### src/hw/bse_defs.svh
// Constants for the boot serial info and erase exchange
`ifndef BSE_DEFS_SVH
`define BSE_DEFS_SVH

// Session and command codes
`define BSE_MODE_ASYNC 8'h86
`define BSE_MODE_CLOCKED 8'h30
`define BSE_CMD_ERASE 8'h40
`define BSE_CMD_INFO 8'h30
`define BSE_CONF_ERASE 8'h54
`define BSE_RES_OK 8'h4f
`define BSE_RES_FAIL 8'h4c
`define BSE_NAK_NIB 4'h1
`define BSE_ERR_NIB 4'h8

// Product information reply byte numbering
`define BSE_INFO_FIRST 7'h05
`define BSE_INFO_LAST_DATA 7'h5c
`define BSE_INFO_SUM 7'h5d

// Memory layout words, large and small variants
`define BSE_PWD_L 32'h3f87ff04
`define BSE_PWD_S 32'h3f81ff04
`define BSE_RAM_START 32'h20000000
`define BSE_RAM_END_L 32'h20007fff
`define BSE_RAM_END_S 32'h20001fff
`define BSE_FL_START 32'h3f800000
`define BSE_FL_END_L 32'h3f87ffff
`define BSE_FL_END_S 32'h3f81ffff
`define BSE_FL_CNT_L 32'h00000006
`define BSE_FL_CNT_S 32'h00000004
`define BSE_G16_START_L 32'h00000000
`define BSE_G16_START_S 32'h3f800000
`define BSE_G16_SIZE 32'h00002000
`define BSE_G16_N_L 32'h00000000
`define BSE_G16_N_S 32'h00000002
`define BSE_G32_START_L 32'h3f800000
`define BSE_G32_START_S 32'h3f808000
`define BSE_G32_SIZE 32'h00004000
`define BSE_G32_N_L 32'h00000002
`define BSE_G32_N_S 32'h00000001
`define BSE_G64_START 32'h3f810000
`define BSE_G64_SIZE 32'h00008000
`define BSE_G64_N 32'h00000001
`define BSE_G128_START_L 32'h3f820000
`define BSE_G128_START_S 32'h00000000
`define BSE_G128_SIZE 32'h00010000
`define BSE_G128_N_L 32'h00000003
`define BSE_G128_N_S 32'h00000000

// Host wait for the mode echo
`define BSE_CLK_MHZ 250
`define BSE_ECHO_TIMEOUT_S 5
`define BSE_ECHO_TIMEOUT_CYC (64'd`BSE_ECHO_TIMEOUT_S * 64'd`BSE_CLK_MHZ * 64'd1000000)

`endif

### src/hw/bse_pkg.sv
// Types shared by both ends of the boot serial exchange
package bse_pkg;
	typedef enum {
		BSE_D_MODE,
		BSE_D_WAIT_CMD,
		BSE_D_WAIT_CONF,
		BSE_D_ERASE,
		BSE_D_INFO,
		BSE_D_DEAD
	} bse_dev_state_e;

	typedef enum {
		BSE_H_IDLE,
		BSE_H_SEND_MODE,
		BSE_H_GET_ECHO,
		BSE_H_SEND_CMD,
		BSE_H_GET_ACK,
		BSE_H_SEND_CONF,
		BSE_H_GET_CACK,
		BSE_H_GET_RESULT,
		BSE_H_GET_INFO
	} bse_host_state_e;

	typedef logic [7:0] bse_byte_t;
endpackage : bse_pkg

### src/hw/bse_link_if.sv
// Byte-level serial link between programming host and device
`timescale 1ns/10ps
`default_nettype none
interface bse_link_if (
	input wire logic sys_clk
);
	// Host to device
	logic h2d_valid;
	bse_pkg::bse_byte_t h2d_data;
	logic h2d_err;
	logic h2d_slow;
	logic h2d_ready;
	// Device to host
	logic d2h_valid;
	bse_pkg::bse_byte_t d2h_data;
	logic d2h_ready;

	modport dev (
		input h2d_valid, h2d_data, h2d_err, h2d_slow, d2h_ready,
		output h2d_ready, d2h_valid, d2h_data
	);
	modport host (
		output h2d_valid, h2d_data, h2d_err, h2d_slow, d2h_ready,
		input h2d_ready, d2h_valid, d2h_data
	);
endinterface : bse_link_if
`default_nettype wire

### src/hw/bse_fifo.sv
// Two-entry byte buffer with valid and ready on both sides
`timescale 1ns/10ps
`default_nettype none
module bse_fifo (
	// Clock and reset
	input wire logic sys_clk,
	input wire logic reset,
	// Fill side
	input wire logic in_valid,
	input wire logic [7:0] in_data,
	output logic in_ready,
	// Drain side
	output logic out_valid,
	output logic [7:0] out_data,
	input wire logic out_ready
);
	logic [7:0] mem [2];
	logic wr_ptr;
	logic rd_ptr;
	logic [1:0] count;
	wire push = in_valid && in_ready;
	wire pop = out_valid && out_ready;

	assign in_ready = (count != 2'h2);
	assign out_valid = (count != 2'h0);
	assign out_data = mem[rd_ptr];

	always_ff @(posedge sys_clk) begin
		if (reset) begin
			wr_ptr <= 1'b0;
			rd_ptr <= 1'b0;
			count <= 2'h0;
		end else begin
			if (push) begin
				mem[wr_ptr] <= in_data;
				wr_ptr <= ~wr_ptr;
			end
			if (pop)
				rd_ptr <= ~rd_ptr;
			count <= count + {1'b0, push} - {1'b0, pop};
		end
	end
endmodule : bse_fifo
`default_nettype wire

### src/hw/bse_device.sv
// Device end: mode echo, product information reply and chip erase
`include "bse_defs.svh"
`timescale 1ns/10ps
`default_nettype none
// Function
// Byte 83 reports one 64K block
// Bytes 84-87: 128K group start, LSB first
// Bytes 88-91: 128K block halfword size
// Byte 92: 128K block count per variant
// Byte 93 is checksum of bytes 5-92
// Checksum makes byte sum zero modulo 256
// After exchange, wait for next command
// Host sends first two bytes slowly; host sets h2d_slow for mode byte and echo in clocked sessions only
// Any negative acknowledge returns to command wait
// No error acknowledge in clocked mode
// Host opens with 0x86 or 0x30
// Echo mode byte, abort silently on bad rate
// 0x40 erase request, ack or nibble-1 reject
// Receive error answers low nibble 8
// Host confirms erase with 0x54
// Confirm acked 0x54, else nak or error
// Erase result 0x4f success, 0x4c failure
// Erase clears all, sets security bit
// Error ack upper nibble repeats last command
module bse_device #(
	parameter logic SMALL_VARIANT = 1'b0,
	// Product name bytes; value is arbitrary
	parameter logic [95:0] PRODUCT_NAME = 96'h3130_4543_4956_4544_544f_4f42
) (
	// Clock and reset
	input wire logic sys_clk,
	input wire logic reset,
	// Link to the host
	bse_link_if.dev link,
	// Device environment
	input wire logic rate_ok,
	input wire logic [31:0] flash_id,
	// Flash erase engine
	output logic erase_start,
	input wire logic erase_done,
	input wire logic erase_ok,
	output logic sec_bit
);
	function automatic logic [7:0] bse_info_byte(input logic [6:0] idx,
		input logic tiny, input logic [31:0] fid);
		logic [31:0] w;
		logic [6:0] base;
		logic [1:0] off;
		w = 32'h0;
		base = idx;
		if (idx >= 7'd9 && idx < 7'd21)
			return PRODUCT_NAME[8 * (7'(idx - 7'd9)) +: 8];
		if (idx < 7'd9) begin
			w = fid;
			base = 7'd5;
		end else if (idx < 7'd25) begin
			w = tiny ? `BSE_PWD_S : `BSE_PWD_L;
			base = 7'd21;
		end else if (idx < 7'd29) begin
			w = `BSE_RAM_START;
			base = 7'd25;
		end else if (idx < 7'd33) begin
			base = 7'd29;
		end else if (idx < 7'd37) begin
			w = tiny ? `BSE_RAM_END_S : `BSE_RAM_END_L;
			base = 7'd33;
		end else if (idx < 7'd47) begin
			base = 7'd45;
			w = 32'h0;
		end else if (idx < 7'd51) begin
			w = `BSE_FL_START;
			base = 7'd47;
		end else if (idx < 7'd55) begin
			w = tiny ? `BSE_FL_END_S : `BSE_FL_END_L;
			base = 7'd51;
		end else if (idx < 7'd57) begin
			w = tiny ? `BSE_FL_CNT_S : `BSE_FL_CNT_L;
			base = 7'd55;
		end else if (idx < 7'd61) begin
			w = tiny ? `BSE_G16_START_S : `BSE_G16_START_L;
			base = 7'd57;
		end else if (idx < 7'd65) begin
			w = `BSE_G16_SIZE;
			base = 7'd61;
		end else if (idx < 7'd66) begin
			w = tiny ? `BSE_G16_N_S : `BSE_G16_N_L;
		end else if (idx < 7'd70) begin
			w = tiny ? `BSE_G32_START_S : `BSE_G32_START_L;
			base = 7'd66;
		end else if (idx < 7'd74) begin
			w = `BSE_G32_SIZE;
			base = 7'd70;
		end else if (idx < 7'd75) begin
			w = tiny ? `BSE_G32_N_S : `BSE_G32_N_L;
		end else if (idx < 7'd79) begin
			w = `BSE_G64_START;
			base = 7'd75;
		end else if (idx < 7'd83) begin
			w = `BSE_G64_SIZE;
			base = 7'd79;
		end else if (idx < 7'd84) begin
			w = `BSE_G64_N;
		end else if (idx < 7'd88) begin
			w = tiny ? `BSE_G128_START_S : `BSE_G128_START_L;
			base = 7'd84;
		end else if (idx < 7'd92) begin
			w = `BSE_G128_SIZE;
			base = 7'd88;
		end else begin
			w = tiny ? `BSE_G128_N_S : `BSE_G128_N_L;
		end
		// Multi-byte words go out least significant byte first
		off = 2'(idx - base);
		return w[8 * off +: 8];
	endfunction : bse_info_byte

	bse_pkg::bse_dev_state_e state, next_state;
	logic clocked, next_clocked;
	logic tx_pend, next_pend;
	logic [7:0] tx_hold, next_hold;
	logic [7:0] last_cmd, next_last_cmd;
	logic [6:0] idx, next_idx;
	logic [7:0] sum, next_sum;
	logic rx_ready, next_rx_ready;
	logic next_erase_start;
	logic next_sec_bit;
	logic fifo_in_ready;

	wire rx_take = link.h2d_valid && rx_ready;
	wire [7:0] rx_byte = link.h2d_data;
	// Clocked mode never reports reception errors
	wire rx_bad = link.h2d_err && !clocked;
	wire [7:0] err_ack = {last_cmd[7:4], `BSE_ERR_NIB};
	wire [7:0] nak = {rx_byte[7:4], `BSE_NAK_NIB};
	wire [7:0] info_now = bse_info_byte(idx, SMALL_VARIANT, flash_id);
	wire [7:0] sum_byte = 8'(~sum + 8'h01);

	assign link.h2d_ready = rx_ready;

	always_comb begin
		next_state = state;
		next_clocked = clocked;
		next_pend = tx_pend;
		next_hold = tx_hold;
		next_last_cmd = last_cmd;
		next_idx = idx;
		next_sum = sum;
		next_erase_start = 1'b0;
		next_sec_bit = sec_bit;
		if (tx_pend && fifo_in_ready)
			next_pend = 1'b0;
		unique case (state)
			bse_pkg::BSE_D_MODE: begin
				if (rx_take && rx_byte == `BSE_MODE_ASYNC) begin
					// Unusable rate: stop without a word
					if (rate_ok) begin
						next_pend = 1'b1;
						next_hold = rx_byte;
						next_clocked = 1'b0;
						next_state = bse_pkg::BSE_D_WAIT_CMD;
					end else begin
						next_state = bse_pkg::BSE_D_DEAD;
					end
				end else if (rx_take && rx_byte == `BSE_MODE_CLOCKED) begin
					next_pend = 1'b1;
					next_hold = rx_byte;
					next_clocked = 1'b1;
					next_state = bse_pkg::BSE_D_WAIT_CMD;
				end
			end
			bse_pkg::BSE_D_WAIT_CMD: begin
				if (rx_take) begin
					next_pend = 1'b1;
					if (rx_bad) begin
						next_hold = err_ack;
					end else if (rx_byte == `BSE_CMD_ERASE) begin
						next_hold = rx_byte;
						next_last_cmd = rx_byte;
						next_state = bse_pkg::BSE_D_WAIT_CONF;
					end else if (rx_byte == `BSE_CMD_INFO) begin
						next_hold = rx_byte;
						next_last_cmd = rx_byte;
						next_idx = `BSE_INFO_FIRST;
						next_sum = 8'h00;
						next_state = bse_pkg::BSE_D_INFO;
					end else begin
						next_hold = nak;
						next_last_cmd = rx_byte;
					end
				end
			end
			bse_pkg::BSE_D_WAIT_CONF: begin
				if (rx_take) begin
					next_pend = 1'b1;
					next_state = bse_pkg::BSE_D_WAIT_CMD;
					if (rx_bad) begin
						next_hold = err_ack;
					end else if (rx_byte == `BSE_CONF_ERASE) begin
						next_hold = rx_byte;
						next_last_cmd = rx_byte;
						next_erase_start = 1'b1;
						next_state = bse_pkg::BSE_D_ERASE;
					end else begin
						next_hold = nak;
						next_last_cmd = rx_byte;
					end
				end
			end
			bse_pkg::BSE_D_ERASE: begin
				// The engine wipes every block and its protection
				if (erase_done && !tx_pend) begin
					next_pend = 1'b1;
					next_hold = erase_ok ? `BSE_RES_OK : `BSE_RES_FAIL;
					if (erase_ok)
						next_sec_bit = 1'b1;
					next_state = bse_pkg::BSE_D_WAIT_CMD;
				end
			end
			bse_pkg::BSE_D_INFO: begin
				if (!tx_pend) begin
					next_pend = 1'b1;
					next_idx = 7'(idx + 7'd1);
					if (idx == `BSE_INFO_SUM) begin
						next_hold = sum_byte;
						next_state = bse_pkg::BSE_D_WAIT_CMD;
					end else begin
						next_hold = info_now;
						next_sum = 8'(sum + info_now);
					end
				end
			end
			bse_pkg::BSE_D_DEAD: begin
				next_state = bse_pkg::BSE_D_DEAD;
			end
		endcase
		// Reception reopens only once the answer sits in the buffer
		next_rx_ready = !next_pend && !next_erase_start &&
			(next_state == bse_pkg::BSE_D_MODE ||
			next_state == bse_pkg::BSE_D_WAIT_CMD ||
			next_state == bse_pkg::BSE_D_WAIT_CONF);
	end

	always_ff @(posedge sys_clk) begin
		if (reset) begin
			state <= bse_pkg::BSE_D_MODE;
			clocked <= 1'b0;
			tx_pend <= 1'b0;
			tx_hold <= 8'h00;
			last_cmd <= 8'h00;
			idx <= 7'h00;
			sum <= 8'h00;
			rx_ready <= 1'b0;
			erase_start <= 1'b0;
			sec_bit <= 1'b0;
		end else begin
			state <= next_state;
			clocked <= next_clocked;
			tx_pend <= next_pend;
			tx_hold <= next_hold;
			last_cmd <= next_last_cmd;
			idx <= next_idx;
			sum <= next_sum;
			rx_ready <= next_rx_ready;
			erase_start <= next_erase_start;
			sec_bit <= next_sec_bit;
		end
	end

	// Buffer lets the host stall without losing a reply byte
	bse_fifo u_tx_fifo (
		.sys_clk(sys_clk),
		.reset(reset),
		.in_valid(tx_pend),
		.in_data(tx_hold),
		.in_ready(fifo_in_ready),
		.out_valid(link.d2h_valid),
		.out_data(link.d2h_data),
		.out_ready(link.d2h_ready)
	);
endmodule : bse_device
`default_nettype wire

### src/flat_wrapper.sv
// flat-port wrapper written by rule: the top's interface ports become plain ports
module bse_device_flat 
#(
	parameter logic SMALL_VARIANT = 1'b0,
	                                         
	parameter logic [95:0] PRODUCT_NAME = 96'h3130_4543_4956_4544_544f_4f42
)
  (sys_clk, reset, rate_ok, flash_id, erase_start, erase_done, erase_ok, sec_bit, link_h2d_valid, link_h2d_data, link_h2d_err, link_h2d_slow, link_d2h_ready, link_h2d_ready, link_d2h_valid, link_d2h_data);
  bse_link_if link_i (.sys_clk(sys_clk));
  input wire logic sys_clk;
  input wire logic reset;
  input wire logic rate_ok;
  input wire logic [31:0] flash_id;
  output logic erase_start;
  input wire logic erase_done;
  input wire logic erase_ok;
  output logic sec_bit;
  input wire logic [$bits(link_i.h2d_valid)-1:0] link_h2d_valid;
  input wire logic [$bits(link_i.h2d_data)-1:0] link_h2d_data;
  input wire logic [$bits(link_i.h2d_err)-1:0] link_h2d_err;
  input wire logic [$bits(link_i.h2d_slow)-1:0] link_h2d_slow;
  input wire logic [$bits(link_i.d2h_ready)-1:0] link_d2h_ready;
  output wire logic [$bits(link_i.h2d_ready)-1:0] link_h2d_ready;
  output wire logic [$bits(link_i.d2h_valid)-1:0] link_d2h_valid;
  output wire logic [$bits(link_i.d2h_data)-1:0] link_d2h_data;
  assign link_i.h2d_valid = link_h2d_valid;
  assign link_i.h2d_data = link_h2d_data;
  assign link_i.h2d_err = link_h2d_err;
  assign link_i.h2d_slow = link_h2d_slow;
  assign link_i.d2h_ready = link_d2h_ready;
  assign link_h2d_ready = link_i.h2d_ready;
  assign link_d2h_valid = link_i.d2h_valid;
  assign link_d2h_data = link_i.d2h_data;
  bse_device #(.SMALL_VARIANT(SMALL_VARIANT), .PRODUCT_NAME(PRODUCT_NAME)) u_core (.sys_clk(sys_clk), .reset(reset), .link(link_i), .rate_ok(rate_ok), .flash_id(flash_id), .erase_start(erase_start), .erase_done(erase_done), .erase_ok(erase_ok), .sec_bit(sec_bit));
endmodule
### config.mk
export PLATFORM = sky130hd
export DESIGN_NAME = bse_device_flat
export DESIGN_NICKNAME = d
export VERILOG_FILES = /design/src/hw/bse_pkg.sv /design/src/hw/bse_link_if.sv /design/src/hw/bse_fifo.sv /design/src/hw/bse_device.sv /design/src/flat_wrapper.sv
export VERILOG_INCLUDE_DIRS = /design/src /design/src/hw
export SDC_FILE = /design/constraint.sdc
export NUM_CORES = 1
export LEC_CHECK = 0
export ABC_CLOCK_PERIOD_IN_PS = 6800
export BUFFER_PORTS_ARGS = -buffer_cell sky130_fd_sc_hd__buf_2
export CAP_MARGIN = 5
export CORE_ASPECT_RATIO = 0.75
export CORE_UTILIZATION = 40
export DETAILED_ROUTE_END_ITERATION = 10
export PLACE_DENSITY = 0.68
export SYNTH_ARGS = -nofsm -noshare
export SYNTH_HDL_FRONTEND = slang
export SYNTH_HIERARCHICAL = 1
export SYNTH_SLANG_ARGS = --single-unit
### constraint.sdc
create_clock -name sys_clk -period 6.8 [get_ports sys_clk]
set_input_delay 0 -clock sys_clk [delete_from_list [all_inputs] [get_ports sys_clk]]
set_output_delay 0 -clock sys_clk [all_outputs]
set_load 0.01 [all_outputs]
==> impl_summary.log <==
INFO  metric outcome = completed
INFO  metric clock_sink_count = 85
INFO  metric critPathKind = flip-flop to flip-flop
INFO  metric postCtsSetupBuffers = 0
INFO  metric starting_density_of_the_core = 0.416
INFO  metric report.final.setup_viol = 0
INFO  metric final-max-slew-violation-count = 0
INFO  metric top_layer_used = met4
INFO  metric detailed_place_hpwl = 13000 µm
INFO  metric synth-edff-count = 16
INFO  metric cp.arrival = 5560 ps
INFO  metric max_slew.worst_pin.slew = 1170 ps
INFO  metric insertedDiodeCount = 0
INFO  metric synthesis.instances = 749
INFO  metric synth-warning-count = 6
INFO  metric grt_remaining_overflow = 0
INFO  metric timing.critical_path.fanout_max = 17
INFO  metric placeableCoreArea = 0.0146 mm²
INFO  metric initial_antenna_violation_count = 0
INFO  metric required_time_reported_for_the_critical_path_endpoint = 7020 ps
INFO  metric crit_path_start_kind = flip-flop
INFO  metric tritoncts.num_buffers = 9
INFO  metric syn_avg_cell_area = 8.13 µm²
INFO  metric initial_drc_count = 708
INFO  metric syn-num-nets = 813
INFO  metric count_of_nets_left_with_antenna_violations_after_detail_routing = 0
INFO  metric timing.final.crit_share = 0.785
INFO  metric io_pins = 61
INFO  metric synth.largest_area_cell = sky130_fd_sc_hd__dfxtp_1
INFO  metric global_route_usage_sum = 0.224
INFO  metric clockBufferDepth = 2
INFO  metric layout-drive-gt1-share = 0.162
INFO  metric die_x = 144 µm
INFO  metric cts_tree = done
INFO  metric crit_path_end_kind = flip-flop
INFO  metric port_buffers = 59
INFO  metric max_cap_viol_count = 0
INFO  metric gp_congestion = 0.962
INFO  metric power.leakage = 2.51 nW
INFO  metric hold_violations = 0
INFO  metric timing.fmax = 187 MHz
INFO  metric maxSlewHeadroom = 0.221
INFO  metric grt_max_degree = 49
INFO  metric fin_skew = 6.34 ps
INFO  metric vias_in_the_first_global_route = 5160
INFO  metric clock_h_tree_levels = 3
INFO  metric dr_wl_met3 = 2100 µm
INFO  metric yosys_register_bits = 85
INFO  metric synth.most_common_cell = sky130_fd_sc_hd__nor2_1
INFO  metric global_route_wire_length_before_repair = 27500 µm
INFO  metric power.ir.vdd_worst = 0.126 mV
INFO  metric ys_types = 101
INFO  metric met1Wirelength = 8660 µm
INFO  metric avgRoutedWirePerCell = 17.6 µm
INFO  metric syn2layout_area_growth = 12.3%
INFO  metric postRouteWirelength = 17400 µm
INFO  metric finalHoldWorstSlack = 85.8 ps
INFO  metric rsz0062_at_grt = false
INFO  metric synthTopCellsByArea = sky130_fd_sc_hd__dfxtp_1, sky130_fd_sc_hd__edfxtp_1, sky130_fd_sc_hd__nor2_1
INFO  metric post-route-min-period = 5340 ps
INFO  metric utilization = 0.467
INFO  metric fp-row-count = 38
INFO  metric fp.dieArea = 0.0157 mm²
INFO  metric route.met2.wl = 6500 µm
INFO  metric die_extent_in_y = 109 µm
INFO  metric vias_per_cell = 6.04
INFO  metric worstHoldPathType = input pin to flip-flop
INFO  metric power-per-cell-area = 204 mW/mm²
INFO  metric dominantRegCellSynth = sky130_fd_sc_hd__dfxtp_1
INFO  metric netlist_area = 0.00609 mm²
INFO  metric insertion_delay = 330 ps
INFO  metric ys_top_cells_by_count = sky130_fd_sc_hd__nor2_1, sky130_fd_sc_hd__dfxtp_1, sky130_fd_sc_hd__a21oi_1
INFO  metric drt_pre_antenna_iters = 5
INFO  metric cts.root.buffer_cell = sky130_fd_sc_hd__clkbuf_16
INFO  metric cts_clk_pin_slew_worst_paths = 70 ps
INFO  metric fin_setup_tns = 0 ps
INFO  metric nNetsFinal = 848
INFO  metric synthDominantCellAreaShare = 0.227
INFO  metric remaining_drc_errors = 0
INFO  metric synth_async_sr_flop_share = 0
INFO  metric dr_vias = 5974
INFO  metric synth_seq_area_share = 0.306
[routing by layer]
layer / GRT usage / vias to the layer above
met2: 0.293 / 338
li1: - / 2868
met5: 0 / -
met4: 0.0368 / 0
met1: 0.352 / 2752
met3: 0.0681 / 16
[per-stage QoR]
stage	setup slack (ps)	total power, mW	cell area (µm²)	instances
finish	1460	1.39	6840	989
global route	1140	1.47	6840	989
CTS	1630	1.40	6840	989
detailed placement	1680	0.875	6460	968
global placement	1680	0.873	6460	968
floorplan	2020	0.788	6090	749
[sequential cells by signal, indices dropped and copies added (netlist names), 2 cells and up, named ones only]
| register | count |
|---|---|
| u_core/tx_hold | 8 |
| u_core/u_tx_fifo/mem | 16 |
| u_core/u_tx_fifo/count | 2 |
| u_core/state | 32 |
| u_core/sum | 8 |
| u_core/last_cmd | 4 |
| u_core/idx | 7 |
[cells in the final DEF, fill, tap and decap left out, types with 16 or more instances in the layout]
cell type,instances
sky130_fd_sc_hd__nor2b_1,16
sky130_fd_sc_hd__edfxtp_1,16
sky130_fd_sc_hd__nor2_1,82
sky130_fd_sc_hd__and2_1,34
sky130_fd_sc_hd__o21ai_0,39
sky130_fd_sc_hd__nand3_1,26
sky130_fd_sc_hd__a21oi_1,53
sky130_fd_sc_hd__nor3_1,27
sky130_fd_sc_hd__buf_2,59
sky130_fd_sc_hd__dfxtp_1,69
sky130_fd_sc_hd__nand2_1,44
[worst paths after layout]
check                   start                to  slack (ps)  cells after the start
max             u_core/idx[5]     u_core/sum[7]        1460                     22
max reg2reg     u_core/idx[5]     u_core/sum[7]        1460                     22
min            link_d2h_ready         flip-flop          90                      4
min reg2reg  u_core/state[20]  u_core/state[20]         460                      1
[worst max-delay path, cell delays in order (launching register included)]
cell	delay, ps
sky130_fd_sc_hd__dfxtp_1	740
sky130_fd_sc_hd__nor2b_1	230
sky130_fd_sc_hd__nand2_1	170
sky130_fd_sc_hd__nor3_1	50
sky130_fd_sc_hd__a221oi_1	230
sky130_fd_sc_hd__a21oi_1	80
sky130_fd_sc_hd__a211o_1	280
sky130_fd_sc_hd__ha_1	320
sky130_fd_sc_hd__clkinv_1	230
sky130_fd_sc_hd__a221oi_1	280
sky130_fd_sc_hd__a22oi_1	100
sky130_fd_sc_hd__mux2i_1	350
sky130_fd_sc_hd__nor2_1	120
sky130_fd_sc_hd__or2_2	290
sky130_fd_sc_hd__ha_1	280
sky130_fd_sc_hd__a21o_1	190
sky130_fd_sc_hd__a211oi_1	330
sky130_fd_sc_hd__o21a_1	230
sky130_fd_sc_hd__nor2_1	80
sky130_fd_sc_hd__nor3b_1	150
sky130_fd_sc_hd__o21ai_1	190
sky130_fd_sc_hd__and3_1	190
sky130_fd_sc_hd__o211ai_2	80
[logic make-up (layout without fill, tap and decap cells)]
logic type,Yosys count,after routing,share of synthesized area
flip-flops,85,85,0.306
buffers and inverters,63,103,0.0479
adder cells (fa/ha/maj),16,16,0.0337
AND/OR/NAND/NOR,319,319,0.290
AO/OA/AOI/OAI,230,230,0.265
multiplexers,16,16,0.0292
XOR/XNOR,20,20,0.0288
[what timing repair did]
action                                  CTS  global route
endpoints found under the hold margin     5             0
hold buffers                              5             0
endpoints found under the setup margin    0             0
gates resized for setup                   0             0
[report_power, final]
group	internal, mW	leakage [nW]	switching (mW)
Clock	0.313	0.161	0.205
Combinational	0.126	1.64	0.169
Sequential	0.544	0.708	0.0349
[layout make-up]
cell class / count / area (µm²)
fillers: 1470 / 7810
multi-input cells: 601 / 3940
inverters: 14 / 52.6
clock buffers: 10 / 250
repair buffers: 73 / 413
well taps: 200 / 250
flip-flops and latches: 85 / 1860
clock inverters: 6 / 72.6
Power figures use the tool's default switching activity.
